==> src/core/cmg_pkg.sv <==
// Shared constants for the counter mode, count and gating block.
// Assumes a 32-bit APB register bus and a single pclk domain.
package cmg_pkg;
    localparam logic [11:0] OFF_MODE     = 12'h000;
    localparam logic [11:0] OFF_LOAD     = 12'h004;
    localparam logic [11:0] OFF_HOLD     = 12'h008;
    localparam logic [11:0] OFF_CMD      = 12'h00C;
    localparam logic [11:0] OFF_COUNT    = 12'h010;
    localparam logic [11:0] OFF_STATUS   = 12'h014;
    localparam int          BIT_DIR      = 3;
    localparam int          BIT_RADIX    = 4;
    localparam int          BIT_REPEAT   = 5;
    localparam int          BIT_RELOAD   = 6;
    localparam int          BIT_SPECIAL  = 7;
    localparam int          SRC_LSB      = 8;
    localparam int          BIT_POL      = 12;
    localparam int          GATE_LSB     = 13;
    localparam logic [15:0] MODE_RESET   = 16'h0B00;
    localparam int          CMD_LOAD     = 0;
    localparam int          CMD_ARM      = 1;
    localparam int          CMD_DISARM   = 2;
    localparam int          CMD_STEP     = 3;
    localparam logic [2:0]  G_NONE       = 3'h0;
    localparam logic [2:0]  G_TC_LOWER   = 3'h1;
    localparam logic [2:0]  G_HIGHER     = 3'h2;
    localparam logic [2:0]  G_LOWER      = 3'h3;
    localparam logic [2:0]  G_OWN_HI     = 3'h4;
    localparam logic [2:0]  G_OWN_LO     = 3'h5;
    localparam logic [2:0]  G_EDGE_HI    = 3'h6;
    localparam logic [2:0]  G_EDGE_LO    = 3'h7;
    localparam logic [15:0] BCD_TOP      = 16'h9999;
    localparam logic [15:0] BIN_TOP      = 16'hFFFF;
    localparam logic [15:0] DOWN_LAST    = 16'h0001;
endpackage : cmg_pkg

==> src/core/cmg_sync_if.sv <==
// Carrier for synchronised external levels between the top and its sampler.
// Assumes both ends run on pclk.
`timescale 1ns/100ps
`default_nettype none
interface cmg_sync_if;
    logic [15:0] raw;
    logic [15:0] synced;
    modport samp (input raw, output synced);
    modport user (output raw, input synced);
endinterface : cmg_sync_if
`default_nettype wire

==> src/core/cmg_bcd.sv <==
// Sixteen-bit step unit: binary or four-digit BCD, up or down.
// Pure combinational; used by the counter core.
`timescale 1ns/100ps
`default_nettype none
module cmg_bcd (
    input  wire logic [15:0] val,   // Present count
    input  wire logic        up,    // Count up
    input  wire logic        bcd,   // BCD radix
    output logic      [15:0] res    // Stepped count
);
    logic c;
    always_comb begin
        res = val;
        c   = 1'b1;
        if (!bcd) begin
            res = up ? val + 16'h0001 : val - 16'h0001;
        end else begin
            for (int i = 0; i < 4; i++) begin
                if (c) begin
                    if (up) begin
                        c = (val[i*4 +: 4] == 4'h9);
                        res[i*4 +: 4] = c ? 4'h0 : val[i*4 +: 4] + 4'h1;
                    end else begin
                        c = (val[i*4 +: 4] == 4'h0);
                        res[i*4 +: 4] = c ? 4'h9 : val[i*4 +: 4] - 4'h1;
                    end
                end
            end
        end
    end
endmodule : cmg_bcd
`default_nettype wire

==> src/core/cmg_counter.sv <==
// One general counter: mode word, source select, gating, reload, retrigger.
// Assumes an APB master on pclk; pins and neighbour signals are asynchronous.
//
// Local design decisions: the register offsets and register access over APB.
`timescale 1ns/100ps
`default_nettype none
module cmg_counter (
    input  wire logic        pclk,        // Clock, 125 MHz
    input  wire logic        presetn,     // Async reset, low
    input  wire logic        psel,        // APB select
    input  wire logic        penable,     // APB enable
    input  wire logic        pwrite,      // APB write
    input  wire logic [11:0] paddr,       // APB byte address
    input  wire logic [31:0] pwdata,      // APB write data
    output logic      [31:0] prdata,      // APB read data
    output logic             pready,      // APB ready
    output logic             pslverr,     // APB error
    input  wire logic [4:0]  freq_in,     // Scaled oscillator taps
    input  wire logic [4:0]  count_source_pin, // Source pins 1..5
    input  wire logic [4:0]  gate_pins,   // Gate pins 1..5
    input  wire logic [2:0]  counter_idx, // This counter, 0..4
    input  wire logic        lower_neighbour_terminal_count, // Lower TC
    output logic             terminal_count // TC level
);
    typedef enum logic [1:0] {ST_IDLE, ST_WAIT_EDGE, ST_RUN} cmg_run_t;
    typedef struct packed {
        logic [15:0] mode;
        logic [15:0] load;
        logic [15:0] hold;
        logic [15:0] count;
        logic        armed;
        logic        tc;
        logic        in_tc;
        logic        pend_retrig;
        logic        alt_hold;
        logic        tc_seen;
        logic        src_d;
        logic        gate_d;
        cmg_run_t    run;
        logic [31:0] rdata;
    } cmg_state_t;

    cmg_state_t  st_r;
    cmg_state_t  st_nxt;
    cmg_sync_if  sif ();
    logic [15:0] step_val;

    function automatic logic reg_hit(input logic [11:0] a, input logic [11:0] o);
        reg_hit = (a == o);
    endfunction : reg_hit

    function automatic logic [2:0] wrap5(input logic [2:0] i, input logic up);
        if (up) begin
            wrap5 = (i == 3'h4) ? 3'h0 : i + 3'h1;
        end else begin
            wrap5 = (i == 3'h0) ? 3'h4 : i - 3'h1;
        end
    endfunction : wrap5

    // All outside levels pass the two-flop bank before any use
    assign sif.raw = {lower_neighbour_terminal_count, gate_pins, count_source_pin, freq_in};
    cmg_sync u_sync (
        .pclk    (pclk),
        .presetn (presetn),
        .sif     (sif)
    );

    logic [4:0]  s_freq;
    logic [4:0]  s_src;
    logic [4:0]  s_gate;
    logic        s_tcl;
    logic [15:0] srcs;
    logic        src_lvl;
    logic        gate_lvl;
    logic        gate_own;
    logic [2:0]  gcode;
    logic        src_edge;
    logic        gate_edge;
    logic        gated_on;
    logic        qual;
    logic        at_last;
    logic        retrig_en;
    logic        edge_mode;
    logic        wr;
    logic        rd;
    logic        known;
    logic [3:0]  cmd;

    assign s_freq   = sif.synced[4:0];
    assign s_src    = sif.synced[9:5];
    assign s_gate   = sif.synced[14:10];
    assign s_tcl    = sif.synced[15];
    localparam int SRC_SEL_HI = cmg_pkg::SRC_LSB + 3;
    assign srcs     = {s_tcl, s_gate, s_src, s_freq};
    // Polarity inverts the chosen source so one rising detector serves both
    assign src_lvl  = srcs[st_r.mode[SRC_SEL_HI:cmg_pkg::SRC_LSB]]
                      ^ st_r.mode[cmg_pkg::BIT_POL];
    assign gcode    = st_r.mode[15:cmg_pkg::GATE_LSB];
    assign gate_own = s_gate[counter_idx];
    assign edge_mode = gcode[2] & gcode[1];

    always_comb begin
        case (gcode)
            cmg_pkg::G_NONE:     gate_lvl = 1'b1;
            cmg_pkg::G_TC_LOWER: gate_lvl = s_tcl;
            cmg_pkg::G_HIGHER:   gate_lvl = s_gate[wrap5(counter_idx, 1'b1)];
            cmg_pkg::G_LOWER:    gate_lvl = s_gate[wrap5(counter_idx, 1'b0)];
            cmg_pkg::G_OWN_HI:   gate_lvl = gate_own;
            cmg_pkg::G_OWN_LO:   gate_lvl = ~gate_own;
            cmg_pkg::G_EDGE_HI:  gate_lvl = gate_own;
            cmg_pkg::G_EDGE_LO:  gate_lvl = ~gate_own;
            default:             gate_lvl = 1'b0;
        endcase
    end

    assign src_edge  = src_lvl & ~st_r.src_d;
    assign gate_edge = gate_lvl & ~st_r.gate_d & (gcode != cmg_pkg::G_NONE);
    // Level gate is looked at only on the source edge itself
    assign gated_on  = edge_mode ? (st_r.run == ST_RUN) : gate_lvl;
    assign qual      = src_edge & st_r.armed & gated_on;
    assign retrig_en = (gcode != cmg_pkg::G_NONE) & st_r.mode[cmg_pkg::BIT_SPECIAL];
    assign at_last   = st_r.mode[cmg_pkg::BIT_DIR]
                       ? (st_r.count == (st_r.mode[cmg_pkg::BIT_RADIX] ? cmg_pkg::BCD_TOP
                                                                      : cmg_pkg::BIN_TOP))
                       : (st_r.count == cmg_pkg::DOWN_LAST);

    cmg_bcd u_step (
        .val (st_r.count),
        .up  (st_r.mode[cmg_pkg::BIT_DIR]),
        .bcd (st_r.mode[cmg_pkg::BIT_RADIX]),
        .res (step_val)
    );

    assign wr  = psel & penable & pwrite;
    assign rd  = psel & ~penable & ~pwrite;
    assign known = reg_hit(paddr, cmg_pkg::OFF_MODE) | reg_hit(paddr, cmg_pkg::OFF_LOAD)
                 | reg_hit(paddr, cmg_pkg::OFF_HOLD) | reg_hit(paddr, cmg_pkg::OFF_CMD)
                 | reg_hit(paddr, cmg_pkg::OFF_COUNT) | reg_hit(paddr, cmg_pkg::OFF_STATUS);
    assign cmd = (wr & reg_hit(paddr, cmg_pkg::OFF_CMD)) ? pwdata[3:0] : 4'h0;

    logic cnt_ev;
    logic use_hold;
    always_comb begin
        st_nxt       = st_r;
        st_nxt.src_d = src_lvl;
        st_nxt.gate_d = gate_lvl;
        cnt_ev       = 1'b0;
        // Reload choice for a terminal count taken this cycle
        if (!st_r.mode[cmg_pkg::BIT_RELOAD]) begin
            use_hold = 1'b0;
        end else if (gcode == cmg_pkg::G_NONE && st_r.mode[cmg_pkg::BIT_SPECIAL]) begin
            use_hold = gate_own;
        end else begin
            use_hold = st_r.alt_hold;
        end
        if (wr && reg_hit(paddr, cmg_pkg::OFF_MODE)) st_nxt.mode = pwdata[15:0];
        if (wr && reg_hit(paddr, cmg_pkg::OFF_LOAD)) st_nxt.load = pwdata[15:0];
        if (wr && reg_hit(paddr, cmg_pkg::OFF_HOLD)) st_nxt.hold = pwdata[15:0];
        if (cmd[cmg_pkg::CMD_ARM]) begin
            st_nxt.armed    = 1'b1;
            st_nxt.alt_hold = 1'b1;
            st_nxt.run      = edge_mode ? ST_WAIT_EDGE : ST_RUN;
        end
        // Disarm is dropped while TC is high so it cannot latch up there
        if (cmd[cmg_pkg::CMD_DISARM] && !st_r.tc) st_nxt.armed = 1'b0;
        // Edge gating: start edge, and a later edge once past TC when repeating
        if (edge_mode && gate_edge && st_r.armed
            && (st_r.run == ST_WAIT_EDGE
                || (st_r.mode[cmg_pkg::BIT_REPEAT] && st_r.tc_seen))) begin
            st_nxt.run     = ST_RUN;
            st_nxt.tc_seen = 1'b0;
        end
        // Inside the terminal-count interval any source edge counts
        cnt_ev = qual | cmd[cmg_pkg::CMD_STEP] | (st_r.in_tc & src_edge);
        if (cmd[cmg_pkg::CMD_LOAD] && !st_r.pend_retrig) begin
            st_nxt.count = st_r.load;
            cnt_ev       = 1'b0;
        end
        st_nxt.tc = 1'b0;
        if (cnt_ev || cmd[cmg_pkg::CMD_LOAD]) st_nxt.in_tc = 1'b0;
        if ((cnt_ev || cmd[cmg_pkg::CMD_LOAD]) && st_r.pend_retrig) begin
            st_nxt.count       = st_r.load;
            st_nxt.pend_retrig = 1'b0;
        end else if (cnt_ev) begin
            if (at_last) begin
                st_nxt.count    = use_hold ? st_r.hold : st_r.load;
                st_nxt.tc       = 1'b1;
                st_nxt.in_tc    = 1'b1;
                st_nxt.alt_hold = ~st_r.alt_hold;
                st_nxt.tc_seen  = 1'b1;
                if (edge_mode) begin
                    st_nxt.run = ST_WAIT_EDGE;
                end
                // Single cycle ends after one TC, or two when alternating with a gate code other than G_NONE
                if (!st_r.mode[cmg_pkg::BIT_REPEAT]
                    && (!st_r.mode[cmg_pkg::BIT_RELOAD] || !st_r.alt_hold
                        || gcode == cmg_pkg::G_NONE)) begin
                    st_nxt.armed = 1'b0;
                end
            end else begin
                st_nxt.count = step_val;
            end
        end
        // Retrigger last, so a fresh gate edge beats the pending clear
        if (retrig_en && gate_edge && st_r.armed && !at_last) begin
            st_nxt.hold        = st_r.count;
            st_nxt.pend_retrig = 1'b1;
        end
        st_nxt.rdata = st_r.rdata;
        if (rd) begin
            if (reg_hit(paddr, cmg_pkg::OFF_MODE))   st_nxt.rdata = {16'h0000, st_r.mode};
            else if (reg_hit(paddr, cmg_pkg::OFF_LOAD))  st_nxt.rdata = {16'h0000, st_r.load};
            else if (reg_hit(paddr, cmg_pkg::OFF_HOLD))  st_nxt.rdata = {16'h0000, st_r.hold};
            else if (reg_hit(paddr, cmg_pkg::OFF_COUNT)) st_nxt.rdata = {16'h0000, st_r.count};
            else if (reg_hit(paddr, cmg_pkg::OFF_STATUS)) begin
                st_nxt.rdata = {27'h0000000, st_r.run == ST_RUN, st_r.tc_seen,
                                st_r.pend_retrig, st_r.tc, st_r.armed};
            end else begin
                st_nxt.rdata = 32'h00000000;
            end
        end
    end

    always_ff @(posedge pclk or negedge presetn) begin
        if (!presetn) begin
            st_r      <= '0;
            st_r.mode <= cmg_pkg::MODE_RESET;
            st_r.run  <= ST_IDLE;
        end else begin
            st_r <= st_nxt;
        end
    end

    assign prdata         = st_r.rdata;
    assign pready         = 1'b1;
    assign pslverr        = psel & penable & ~known;
    assign terminal_count = st_r.tc;
endmodule : cmg_counter
`default_nettype wire

==> src/core/cmg_sync.sv <==
// Two-flop synchroniser bank for the sixteen count and gate inputs.
// Assumes inputs are asynchronous to pclk.
`timescale 1ns/100ps
`default_nettype none
module cmg_sync (
    input wire logic    pclk,    // Clock
    input wire logic    presetn, // Async reset, low
    cmg_sync_if.samp    sif      // Raw in, synced out
);
    typedef struct packed {
        logic [15:0] s1;
        logic [15:0] s2;
    } cmg_sync_t;
    cmg_sync_t st_r;
    cmg_sync_t st_nxt;
    always_comb begin
        st_nxt    = st_r;
        st_nxt.s1 = sif.raw;
        st_nxt.s2 = st_r.s1;
    end
    always_ff @(posedge pclk or negedge presetn) begin
        if (!presetn) begin
            st_r <= '0;
        end else begin
            st_r <= st_nxt;
        end
    end
    assign sif.synced = st_r.s2;
endmodule : cmg_sync
`default_nettype wire

==> config.mk <==
export PLATFORM = sky130hd
export DESIGN_NAME = cmg_counter
export DESIGN_NICKNAME = d
export VERILOG_FILES = /design/src/core/cmg_pkg.sv /design/src/core/cmg_sync_if.sv /design/src/core/cmg_bcd.sv /design/src/core/cmg_counter.sv /design/src/core/cmg_sync.sv
export SDC_FILE = /design/constraint.sdc
export NUM_CORES = 1
export LEC_CHECK = 0
export BUFFER_PORTS_ARGS = -buffer_cell sky130_fd_sc_hd__buf_4
export CAP_MARGIN = 25
export CORE_MARGIN = 3
export CORE_UTILIZATION = 30
export CTS_BUF_LIST = sky130_fd_sc_hd__clkbuf_8
export DETAILED_ROUTE_END_ITERATION = 10
export SYNTH_ARGS = -nofsm -noshare
export SYNTH_HDL_FRONTEND = slang
export SYNTH_SLANG_ARGS = --single-unit
==> constraint.sdc <==
create_clock -name pclk -period 3.8 [get_ports pclk]
set_input_delay 0 -clock pclk [delete_from_list [all_inputs] [get_ports pclk]]
set_output_delay 0 -clock pclk [all_outputs]
set_load 0.02 [all_outputs]
==> results of run 1 <==
-- worst max-delay path: cells and delay by family, from the launching register on --
family / cells / cell delay [ns]
and+or+nand+nor: 1 / 0.57
AOI/OAI and AO/OA: 2 / 0.21
xor gates and xnor gates: 1 / 0.30
muxes: 2 / 1.05
DFF: 1 / 0.63
buffers and inverters: 1 / 0.32
-- metal layers --
metal  up-vias  wire, um
li1       2858         -
met1      2998      9040
met2       159      9410
met3        24       952
met4         0       492
met5         -         0
-- path summary, 6_finish.rpt --
check / cells after the start / end / startpoint
setup / recovery: 7 / st_r[57] / st_r[99]
hold / removal: 5 / terminal_count / paddr[2]
setup reg to reg: 7 / st_r[57] / st_r[99]
hold reg to reg: 0 / u_sync.sif.synced[6] / u_sync.st_nxt[6]
max in group asynchronous: 3 / st_r[101] / presetn
min in group asynchronous: 2 / st_r[32] / presetn
-- layout make-up --
cell class	instances	area, um^2
repair buffers	126	1050
clock buffers	20	275
flip-flops and latches	122	3060
well taps	319	399
multi-input cells	519	3720
fillers	2399	15000
inverters	26	97.6
clock inverters	12	114
-- flip-flops by register name, summed over array words and instances (netlist names) --
register and flops:
prdata 16, terminal_count 1, gcode 3, u_sync.sif.synced 16, st_r 70, u_sync.st_nxt 16
-- metrics by stage --
stage	power (mW)	setup slack, ns	utilization, %	hold WS, ns
6_report	2.64	0.591	36.8	0.136
2_1_floorplan	1.43	1.01	-	-0.296
5_1_grt	2.75	0.434	36.8	0.135
4_1_cts	2.67	0.611	36.8	0.111
3_3_place_gp	1.51	0.656	33.6	0.109
3_5_place_dp	1.51	0.615	33.7	0.111
-- cell usage in the layout (no fill, tap or decap), drive strengths merged, types with 9 or more instances in the layout --
cell,n
a22o,10
xnor2,15
nand2,44
nor2,45
dlygate4sd3,33
nor3,24
nor4,9
inv,31
a31oi,9
o21ai,34
mux2i,26
nand4,9
a22oi,11
mux2,33
a211oi,12
dfrtp,119
o32ai,10
clkbuf,20
nand3,14
a21oi,54
buf,93
conb,17
-- power groups by stage --
stage	logic, mW	registers, mW	clock network, mW
after detailed placement	0.162	1.35	0
after CTS	0.189	1.33	1.15
after floorplan	0.0861	1.35	0
after global placement	0.161	1.35	0
final	0.188	1.33	1.13
after global routing	0.207	1.33	1.22
-- logic make-up (layout without fill, tap and decap cells) --
| family | after synthesis | count (layout) |
|---|---|---|
| other cells | 2 | 17 |
| xor+xnor | 19 | 19 |
| compound gates | 221 | 221 |
| flops | 122 | 122 |
| buf+inv | 117 | 184 |
| fa+ha+maj | 6 | 6 |
| mux | 65 | 65 |
| simple gates | 191 | 191 |
==> Flow_metrics.wiki, run 1 <==
{| class="wikitable"
! Metric !! Value
|-
| Ranking of synthesized cells by area || sky130_fd_sc_hd__dfrtp_1 41%, sky130_fd_sc_hd__mux2_2 5.1%, sky130_fd_sc_hd__a21oi_1 3.7%
|-
| Die outline width || 162 um
|-
| Fraction of layout cells with a size suffix above 1 || 23.3%
|-
| Post-synthesis compound-gate area fraction || 22.2%
|-
| Summed negative setup slack over all endpoints || 0 ns
|-
| Detailed-routing iteration count for the pre-antenna-repair pass || 5
|-
| Int Pwr || 1.98 mW
|-
| Maximum number of pins on one net before global-route repair || 73
|-
| Detailed-route wire length || 19900 um
|-
| Sw frac || 25.1%
|-
| Cts-stage hold buffer count || 33
|-
| Cell count after synthesis || 743
|-
| Critical path arrival || 3.52 ns
|-
| M3 GR Usage || 3.06%
|-
| Vias after detailed routing || 6039
|-
| CTS tree || yes
|-
| Synth Cell Area || 0.00731 mm^2
|-
| Total clock buffers created by CTS || 17
|-
| Fraction of the mapped netlist area in adder cells || 1.03%
|-
| Global-route wire length before repair || 32300 um
|-
| Number of resized instances in the post-cts repair step || 0
|-
| Vias in the first global route || 5932
|-
| Bufs on Longest Clock Path || 2
|-
| Gr busiest metal || met2
|-
| Req. time, crit path || 4.11 ns
|-
| Die extent in y || 162 um
|-
| Number of standard-cell rows in the floorplan || 56
|-
| Total power per unit cell area || 303 mW/mm^2
|-
| Reported leakage power || 3.94 nW
|-
| Clock power share || 42.7%
|-
| Chain of cells forming the critical path || mux4_2 -> mux4_2 -> xnor2_4 -> a211oi_2 -> nor2_1 -> buf_4 -> o32ai_1
|-
| Worst IR Drop VDD || 373 uV
|-
| Class of the worst hold path || in2reg
|-
| Number of synthesized register bits || 122
|-
| Max stage delay on crit path || 0.63 ns
|-
| Final count of negative-setup-slack endpoints || 0
|-
| Number of nets with antenna violations after detailed routing || 0
|-
| RSZ-0062 raised after global routing || false
|-
| Highest attainable clock frequency || 312 MHz
|-
| Post-Synth Simple-Gate Area || 13.6%
|-
| Placeable core area || 0.0237 mm^2
|-
| XOR/XNOR Fraction of Synth Area || 2.53%
|-
| Share of flip-flops with an asynchronous set or reset after synthesis || 100%
|-
| Kind of critical path || reg2reg
|-
| Leading register cell type out of synthesis || sky130_fd_sc_hd__dfrtp_1
|-
| DR vias/cell || 5.28
|-
| Most used cell, CP || sky130_fd_sc_hd__mux4_2
|-
| Status || finished clean
|-
| Met2 layer usage reported by global route || 24.7%
|-
| Reg power frac || 50.2%
|-
| DRC || 0
|-
| Total placed cells including tap cells || 1079
|-
| Post-synthesis average cell area || 9.83 um^2
|-
| EDFF count, synth || 0
|-
| Type of origin of the critical path || flip-flop
|-
| Slowest cell on crit path || sky130_fd_sc_hd__dfstp_2
|-
| Root Buffer || sky130_fd_sc_hd__clkbuf_8
|-
| Total cell area at the placement stage || 0.00799 mm^2
|-
| Dominant combinational cell family by area after synthesis || compound AO/OA/AOI/OAI gates
|-
| Unique masters post-synth || 82
|-
| Post-route insts no fill || 1144
|-
| Number of clock sinks || 122
|-
| Total half-perimeter wirelength after legalization and detailed placement || 14100 um
|-
| Area fraction of the dominant cell type after synthesis || 40.8%
|-
| Layout overhead on the synthesized area || 19.2%
|-
| Switching Power || 0.663 mW
|-
| Clock Pin Slew Worst Setup and Hold Paths || 0.07 ns
|-
| Max Fanout on Critical Path || 9
|-
| Post-synthesis mux area share || 10.5%
|-
| Total number of nets in the final design || 886
|-
| Number of ports placed on the die boundary || 103
|-
| Sequential fraction of the synthesis area || 41.8%
|-
| Area of all placed cells without fillers || 0.00871 mm^2
|-
| Drt initial violations || 485
|-
| Post-route clock period utilization || 84.4%
|-
| Initial standard-cell utilization of the core || 30.9%
|-
| Least-Margin Pin Slew || 1.12 ns
|-
| Met1 usage in global routing || 20.8%
|-
| Total routing usage reported by global routing || 15.4%
|-
| Most numerous cell in the Yosys netlist || sky130_fd_sc_hd__dfrtp_1
|-
| YS warnings || 0
|-
| Worst Clk Skew || 0.0153 ns
|-
| Hold violation count in the final report || 0
|-
| Global route overflow || 0
|-
| Leading area contributor after synthesis || sky130_fd_sc_hd__dfrtp_1
|-
| Worst slew margin relative to its limit || 24.3%
|-
| Clock latency on the worst-skew pair || 0.46 ns
|-
| Antenna violations before repair || 0
|-
| Count of buffers from port buffering || 69
|-
| Final weighted congestion in routability-driven placement || 0.864
|-
| Ant. Diodes || 0
|-
| Die area || 0.0263 mm^2
|-
| Number of buffers added for setup after CTS || 0
|-
| Fraction of power consumed by combinational cells || 7.1%
|-
| Max-slew violations || 0
|-
| Register-to-register setup slack || 0.59 ns
|-
| Detail-routed net length per standard cell || 17.4 um
|-
| Number of maximum-capacitance constraint violations || 0
|-
| H-tree Lvls || 4
|-
| Synth top cells by count || 119 x sky130_fd_sc_hd__dfrtp_1, 54 x sky130_fd_sc_hd__a21oi_1, 45 x sky130_fd_sc_hd__nor2_1, 44 x sky130_fd_sc_hd__nand2_1, 43 x sky130_fd_sc_hd__clkbuf_1
|-
| Post-route minimum period || 3.21 ns
|-
| Crit path capture type || flip-flop
|}
Power figures use the tool's default switching activity.
==> inputs of run 2 (changes only) <==
==> constraint.sdc (replaced) <==
create_clock -name pclk -period 3.2 [get_ports pclk]
set_input_delay 0 -clock pclk [delete_from_list [all_inputs] [get_ports pclk]]
set_output_delay 0 -clock pclk [all_outputs]
set_load 0.02 [all_outputs]
==> Flow_metrics.wiki, run 2 (synthesis gave the netlist of run 1 again) <==
{| class="wikitable"
! Metric !! Value
|-
| Status || finished clean
|-
| Slowest cell on crit path || sky130_fd_sc_hd__dfstp_2
|-
| Max FFs per register || 70 (unchanged)
|-
| Detail-routed net length per standard cell || 17.6 um (+1.2%)
|-
| DRC || 0 (unchanged)
|-
| Hold violation count in the final report || 0 (unchanged)
|-
| Layout overhead on the synthesized area || 22.3%
|-
| Total routing usage reported by global routing || 15.7% (+0.34 points)
|-
| Number of maximum-capacitance constraint violations || 0 (unchanged)
|-
| Detailed-routing iteration count for the pre-antenna-repair pass || 8 (+3)
|-
| Most common cell after layout, fill and taps aside || sky130_fd_sc_hd__dfrtp_1
|-
| Total half-perimeter wirelength after legalization and detailed placement || 14500 um (+3.0%)
|-
| Number of cells traversed by the worst register-to-register path || 8 (+1)
|-
| Die outline width || 162 um (unchanged)
|-
| Setup crit end || st_r[49]
|-
| Post-route minimum period || 3.10 ns (-0.110 ns)
|-
| Reported leakage power || 4.08 nW (+3.6%)
|-
| Post-route insts no fill || 1167 (+2.0%)
|-
| Final count of negative-setup-slack endpoints || 0 (unchanged)
|-
| Total power per unit cell area || 367 mW/mm^2 (+21%)
|-
| Type of origin of the critical path || flip-flop
|-
| Register-to-register setup slack || 0.10 ns (-0.49 ns)
|-
| Bufs on Longest Clock Path || 2 (unchanged)
|-
| Summed negative setup slack over all endpoints || 0 ns (unchanged)
|-
| Max stage delay on crit path || 0.60 ns (-0.03 ns)
|-
| Number of nets with antenna violations after detailed routing || 0 (unchanged)
|-
| Req. time, crit path || 3.51 ns (-0.60 ns)
|-
| Post-route clock period utilization || 96.8% (+12 points)
|-
| Final weighted congestion in routability-driven placement || 0.861 (-0.29%)
|-
| Chain of cells forming the critical path || mux4_2 -> mux4_2 -> xnor2_4 -> buf_4 -> o41ai_4 -> buf_12 -> a21boi_0 -> o32a_1
|-
| Placeable core area || 0.0237 mm^2 (unchanged)
|-
| Total placed cells including tap cells || 1102 (+2.1%)
|-
| Least-Margin Pin Slew || 0.903 ns (-0.218 ns)
|-
| Total number of nets in the final design || 909 (+2.6%)
|-
| Drt initial violations || 574 (+18%)
|-
| Timing startpoint of the critical path || st_r[99]
|-
| Crit path capture type || flip-flop
|-
| Count of buffers from port buffering || 69 (unchanged)
|-
| DR vias/cell || 5.36 (+1.6%)
|-
| Critical path arrival || 3.41 ns (-0.11 ns)
|-
| Worst slew margin relative to its limit || 39.7% (+15 points)
|-
| Die area || 0.0263 mm^2 (unchanged)
|-
| Highest-count cells in the layout ignoring fill and taps || 119 x sky130_fd_sc_hd__dfrtp_1, 113 x sky130_fd_sc_hd__buf_4, 54 x sky130_fd_sc_hd__a21oi_1, 44 x sky130_fd_sc_hd__nand2_1, 44 x sky130_fd_sc_hd__nor2_1
|-
| Die extent in y || 162 um (unchanged)
|-
| Clock Pin Slew Worst Setup and Hold Paths || 0.07 ns (about the same)
|-
| Reg-to-reg endpoint || st_r[49]
|-
| Maximum number of pins on one net before global-route repair || 83 (+14%)
|-
| Buffers plus inverters on the worst setup path || 2 (+1)
|-
| Global-route wire length before repair || 33300 um (+3.0%)
|-
| Detailed-route wire length || 20600 um (+3.3%)
|-
| H-tree Lvls || 4 (unchanged)
|-
| Worst IR Drop VDD || 334 uV (-11%)
|-
| Vias after detailed routing || 6257 (+3.6%)
|-
| Family of cells with the greatest summed delay on the critical path || multiplexers
|-
| Vias in the first global route || 6106 (+2.9%)
|-
| Initial standard-cell utilization of the core || 30.9% (unchanged)
|-
| Clock latency on the worst-skew pair || 0.44 ns (-0.02 ns)
|-
| Global route overflow || 0 (unchanged)
|-
| Kind of critical path || reg2reg
|-
| Register with the most flip-flops || st_r
|-
| Max Fanout on Critical Path || 34 (+25)
|-
| RR Startpoint || st_r[99]
|-
| CTS tree || yes
|-
| Fraction of layout cells with a size suffix above 1 || 25.4% (+2.1 points)
|-
| Class of the worst hold path || in2async
|-
| Crit path depth || 8 (+1)
|-
| Worst Clk Skew || 0.0143 ns (-0.000986 ns)
|-
| Number of ports placed on the die boundary || 103 (unchanged)
|-
| Ant. Diodes || 0 (unchanged)
|-
| Number of standard-cell rows in the floorplan || 56 (unchanged)
|-
| Total clock buffers created by CTS || 17 (unchanged)
|-
| Root Buffer || sky130_fd_sc_hd__clkbuf_8
|-
| Max-slew violations || 0 (unchanged)
|-
| Most used cell, CP || sky130_fd_sc_hd__mux4_2
|-
| Number of clock sinks || 122 (unchanged)
|-
| RSZ-0062 raised after global routing || false
|-
| Antenna violations before repair || 0 (unchanged)
|-
| Highest attainable clock frequency || 323 MHz (+3.5%)
|}
[run 2: cell types whose count changed in the layout (fill, tap and decap cells not counted)]
cell and change:
sky130_fd_sc_hd__inv_8 +1, sky130_fd_sc_hd__buf_16 -1, sky130_fd_sc_hd__clkbuf_8 -1, sky130_fd_sc_hd__bufinv_16 +2
sky130_fd_sc_hd__inv_6 -2, sky130_fd_sc_hd__buf_12 +3, sky130_fd_sc_hd__buf_4 +21
[run 2: layout make-up]
cell class / count / area, um^2
sequential: 122 / 3060
fill: 2346 / 14700
inverter: 26 / 97.6
clock buffer: 19 / 262
tap: 319 / 399
multi-input combinational: 519 / 3720
clock inverter: 13 / 168
timing repair buffer: 149 / 1240
[run 2: worst min-delay path by stage]
stage	end	slack, ns	start	cells after the start
CTS	st_r[90]	0.07	presetn	2
global route	st_r[90]	0.11	presetn	2
floorplan	gcode[0]	-0.30	presetn	0
finish	st_r[90]	0.07	presetn	2
global placement	st_r[90]	0.008	presetn	1
detailed placement	st_r[90]	0.01	presetn	1
[run 2: report_power, final]
part | switching [mW] | internal (mW)
Combinational | 0.123 | 0.107
Clock | 0.652 | 0.820
Sequential | 0.0111 | 1.56
[run 2: metrics by stage]
stage / util (%) / worst slack, ns / power, mW / instance area [um^2] / hold WS [ns]
after detailed placement: 34.5 / 0.0116 / 1.80 / 8180 / 0.0107
after CTS: 37.7 / 0.0923 / 3.31 / 8940 / 0.0741
after global placement: 34.5 / 0.0787 / 1.80 / 8180 / 0.00826
after floorplan: - / 0.406 / 1.70 / 7360 / -0.296
final: 37.7 / 0.101 / 3.28 / 8940 / 0.0731
after global routing: 37.7 / 0.00656 / 3.40 / 8940 / 0.106
[run 2: per-layer routing]
layer	global-route usage (%)	wire length, um	part of all wire, %	vias up
li1	-	-	-	2904
met2	25.3	9740	47	247
met1	21.4	9100	44	3078
met5	0	0	0	-
met4	5.47	495	2.4	0
met3	2.81	1220	5.9	28
[run 2: worst reg2reg max path: stages, from the launching register on]
cell and delay (ns):
sky130_fd_sc_hd__dfstp_2 0.60, sky130_fd_sc_hd__mux4_2 0.51, sky130_fd_sc_hd__mux4_2 0.53, sky130_fd_sc_hd__xnor2_4 0.17, sky130_fd_sc_hd__buf_4 0.16, sky130_fd_sc_hd__o41ai_4 0.36, sky130_fd_sc_hd__buf_12 0.24, sky130_fd_sc_hd__a21boi_0 0.12
sky130_fd_sc_hd__o32a_1 0.30
[run 2: what timing repair did]
item	4_1_cts	5_1_grt
resized for setup	1	0
hold endpoints to repair	107	0
endpoints found under the setup margin	4	0
hold buffers	33	0
buffers inserted	0	0
==> inputs of run 3 (changes only) <==
--- a/config.mk
+++ b/config.mk
@@ -13,4 +13,5 @@
 export DETAILED_ROUTE_END_ITERATION = 10
 export SYNTH_ARGS = -nofsm -noshare
 export SYNTH_HDL_FRONTEND = slang
+export SYNTH_HIERARCHICAL = 1
 export SYNTH_SLANG_ARGS = --single-unit
==> Flow_metrics.wiki, run 3 <==
{| class="wikitable"
! Metric !! Value
|-
| Status || finished clean
|-
| Maximum number of pins on one net before global-route repair || 123 (+48%)
|-
| Most numerous cell in the Yosys netlist || sky130_fd_sc_hd__dfrtp_1
|-
| Crit path capture type || flip-flop
|-
| Req. time, crit path || 3.50 ns (about the same)
|-
| Final weighted congestion in routability-driven placement || 0.844 (-2.0%)
|-
| Unique masters post-synth || 86 (+4.9%)
|-
| Slowest cell on crit path || sky130_fd_sc_hd__mux4_1
|-
| CTS tree || yes
|-
| Class of the worst hold path || in2reg
|-
| Max stage delay on crit path || 0.60 ns (about the same)
|-
| Total cell area at the placement stage || 0.00858 mm^2 (+5.0%)
|-
| Total routing usage reported by global routing || 15.1% (-0.64 points)
|-
| Detailed-routing iteration count for the pre-antenna-repair pass || 8 (unchanged)
|-
| Post-synthesis average cell area || 9.38 um^2 (-4.7%)
|-
| Total power per unit cell area || 611 mW/mm^2 (+67%)
|-
| H-tree Lvls || 4 (unchanged)
|-
| Die area || 0.0282 mm^2 (+7.5%)
|-
| Type of origin of the critical path || flip-flop
|-
| Number of synthesized register bits || 122 (unchanged)
|-
| Fraction of the mapped netlist area in adder cells || 3.27% (+2.2 points)
|-
| Synth top cells by count || 119 x sky130_fd_sc_hd__dfrtp_1, 93 x sky130_fd_sc_hd__nand2_1, 63 x sky130_fd_sc_hd__o21ai_0, 61 x sky130_fd_sc_hd__nor2_1, 45 x sky130_fd_sc_hd__a21oi_1
|-
| Number of maximum-capacitance constraint violations || 0 (unchanged)
|-
| Max-slew violations || 0 (unchanged)
|-
| Root Buffer || sky130_fd_sc_hd__clkbuf_8
|-
| Utilization of the core after routing || 36.5% (-1.2 points)
|-
| Vias in the first global route || 6520 (+6.8%)
|-
| Number of clock sinks || 122 (unchanged)
|-
| EDFF count, synth || 0 (unchanged)
|-
| Worst slew margin relative to its limit || 44.4% (+4.7 points)
|-
| Sequential fraction of the synthesis area || 38.8% (-3.0 points)
|-
| Post-route minimum period || 3.02 ns (-0.0809 ns)
|-
| Leading register cell type out of synthesis || sky130_fd_sc_hd__dfrtp_1
|-
| Layout overhead on the synthesized area || 18.2%
|-
| XOR/XNOR Fraction of Synth Area || 2.10% (-0.44 points)
|-
| Reported leakage power || 4.08 nW (about the same)
|-
| Worst Hold Margin || 0.0825 ns (+0.00940 ns)
|-
| Clock latency on the worst-skew pair || 0.45 ns (about the same)
|-
| DRC || 0 (unchanged)
|-
| Global route overflow || 0 (unchanged)
|-
| Number of standard-cell rows in the floorplan || 58 (+3.6%)
|-
| Dominant combinational cell family by area after synthesis || compound AO/OA/AOI/OAI gates
|-
| Vias after detailed routing || 6647 (+6.2%)
|-
| Cell count after synthesis || 840 (+13%)
|-
| Kind of critical path || reg2reg
|-
| Max Fanout on Critical Path || 16 (-53%)
|-
| Least-Margin Pin Slew || 0.828 ns (-0.0750 ns)
|-
| Post-synthesis compound-gate area fraction || 21.2% (-1.0 points)
|-
| Post-route clock period utilization || 94.3% (-2.5 points)
|-
| Highest-count cells in the layout ignoring fill and taps || 119 x sky130_fd_sc_hd__dfrtp_1, 99 x sky130_fd_sc_hd__buf_4, 93 x sky130_fd_sc_hd__nand2_1, 63 x sky130_fd_sc_hd__o21ai_0, 61 x sky130_fd_sc_hd__nor2_1
|-
| Number of nets with antenna violations after detailed routing || 0 (unchanged)
|-
| Final count of negative-setup-slack endpoints || 0 (unchanged)
|-
| Clock Pin Slew Worst Setup and Hold Paths || 0.08 ns (about the same)
|-
| YS warnings || 6 (+6)
|-
| Area fraction of the dominant cell type after synthesis || 37.8% (-2.9 points)
|-
| Leading area contributor after synthesis || sky130_fd_sc_hd__dfrtp_1
|-
| Area of all placed cells without fillers || 0.00931 mm^2 (+4.2%)
|-
| DR vias/cell || 5.25 (-2.0%)
|-
| Total chip power || 5.69 mW (+74%)
|-
| Detail-routed net length per standard cell || 16.8 um (-4.4%)
|-
| Post-Synth Simple-Gate Area || 15.9% (+2.3 points)
|-
| Placeable core area || 0.0255 mm^2 (+7.6%)
|-
| Die extent in y || 168 um (+3.7%)
|-
| Total number of nets in the final design || 1010 (+11%)
|-
| Ant. Diodes || 0 (unchanged)
|-
| Worst Clk Skew || 0.0156 ns (+0.00132 ns)
|-
| Summed negative setup slack over all endpoints || 0 ns (unchanged)
|-
| Antenna violations before repair || 0 (unchanged)
|-
| Bufs on Longest Clock Path || 2 (unchanged)
|-
| Synth Cell Area || 0.00788 mm^2 (+7.8%)
|-
| Post-synthesis mux area share || 9.99% (-0.50 points)
|-
| Share of flip-flops with an asynchronous set or reset after synthesis || 100% (unchanged)
|-
| Total half-perimeter wirelength after legalization and detailed placement || 14900 um (+2.4%)
|-
| Fraction of layout cells with a size suffix above 1 || 21.0% (-4.4 points)
|-
| Detailed-route wire length || 21300 um (+3.6%)
|-
| Ranking of synthesized cells by area || sky130_fd_sc_hd__dfrtp_1 38%, sky130_fd_sc_hd__mux2i_1 5.1%, sky130_fd_sc_hd__nand2_1 4.4%
|-
| Global-route wire length before repair || 34500 um (+3.6%)
|-
| Worst IR Drop VDD || 325 uV (-2.4%)
|-
| Max FFs per register || 70 (unchanged)
|-
| Hold violation count in the final report || 0 (unchanged)
|-
| Initial standard-cell utilization of the core || 30.9% (+0.063 points)
|-
| Total clock buffers created by CTS || 17 (unchanged)
|-
| Die outline width || 168 um (+3.7%)
|-
| Drt initial violations || 505 (-12%)
|-
| Chain of cells forming the critical path || mux4_1 -> mux4_2 -> xnor2_2 -> o21ai_1 -> o21ai_2 -> o21bai_4 -> o221ai_1
|-
| Highest attainable clock frequency || 331 MHz (+2.7%)
|-
| Critical path arrival || 3.31 ns (-0.10 ns)
|-
| Register with the most flip-flops || st_r
|-
| Count of buffers from port buffering || 69 (unchanged)
|-
| RSZ-0062 raised after global routing || false
|-
| Number of ports placed on the die boundary || 103 (unchanged)
|-
| Number of fill cells || 2525 (+7.6%)
|-
| Most common cell after layout, fill and taps aside || sky130_fd_sc_hd__dfrtp_1
|}
-- run 3: cell count changes after synthesis, sizes merged, moves of 11 or more --
cell    delta
nor2      +17
clkbuf    -16
mux2      -12
mux2i     +14
o221ai    +18
o21ai     +34
nand2     +49
inv       +11
ha        +13
-- run 3: report_power, final --
group / total [mW] / internal (mW) / switching (mW)
logic: 2.30 / 0.990 / 1.31
clock network: 1.41 / 0.707 / 0.703
registers: 1.98 / 1.66 / 0.314
-- run 3: path summary, 6_finish.rpt --
path                                  startpoint  slack (ns)  cells after the start                    to
worst max register to register         st_r[100]        0.18                      7              st_r[42]
worst max-delay path                   st_r[100]        0.18                      7              st_r[42]
min in group asynchronous                presetn        0.19                      3      u_sync/st_nxt[8]
worst min-delay path                    paddr[2]        0.08                      4              st_r[75]
max in group asynchronous                presetn        2.54                      3              st_r[42]
worst min register to register  u_sync/st_nxt[4]        0.34                      0  u_sync/sif.synced[4]
-- run 3: per-stage QoR --
step	instances	setup slack [ns]
global placement	1200	0.266
CTS	1265	0.167
detailed placement	1200	0.196
finish	1265	0.182
global route	1265	0.0268
floorplan	855	0.468
-- run 3: per-layer routing --
layer | vias to the layer above | GRT usage [%] | share of wire, %
li1 | 3184 | - | -
met1 | 3238 | 19.4 | 44
met2 | 191 | 25.8 | 49
met3 | 34 | 2.32 | 4.5
met4 | 0 | 5.19 | 2.4
met5 | - | 0 | 0
-- run 3: timing repair --
| item | CTS | global route |
|---|---|---|
| endpoints found under the hold margin | 189 | 0 |
| gates resized for setup | 0 | 0 |
| setup buffers | 0 | 0 |
| hold buffers | 33 | 0 |
-- run 3: logic make-up (layout without fill, tap and decap cells) --
group	Yosys count	after routing
AO/OA/AOI/OAI	233	233
multiplexers	67	67
adder cells (fa/ha/maj)	20	20
other	2	17
XOR/XNOR	18	18
AND/OR/NAND/NOR	256	256
buffers and inverters	122	202
flip-flops	122	122
-- run 3: layout make-up --
class / count / area [um^2] / area share (%)
multi-input combinational: 611 / 4210 / 45.2
sequential: 122 / 3060 / 32.8
timing repair buffer: 133 / 1090 / 11.7
tap: 330 / 413 / 4.44
clock buffer: 17 / 234 / 2.51
clock inverter: 15 / 164 / 1.76
inverter: 37 / 139 / 1.49
-- run 3: critical path, delay by kind of cell, from the launching register on --
family,cells,cell delay (ns)
compound gates,4,1.05
xor+xnor,1,0.20
flops,1,0.52
mux,2,1.10
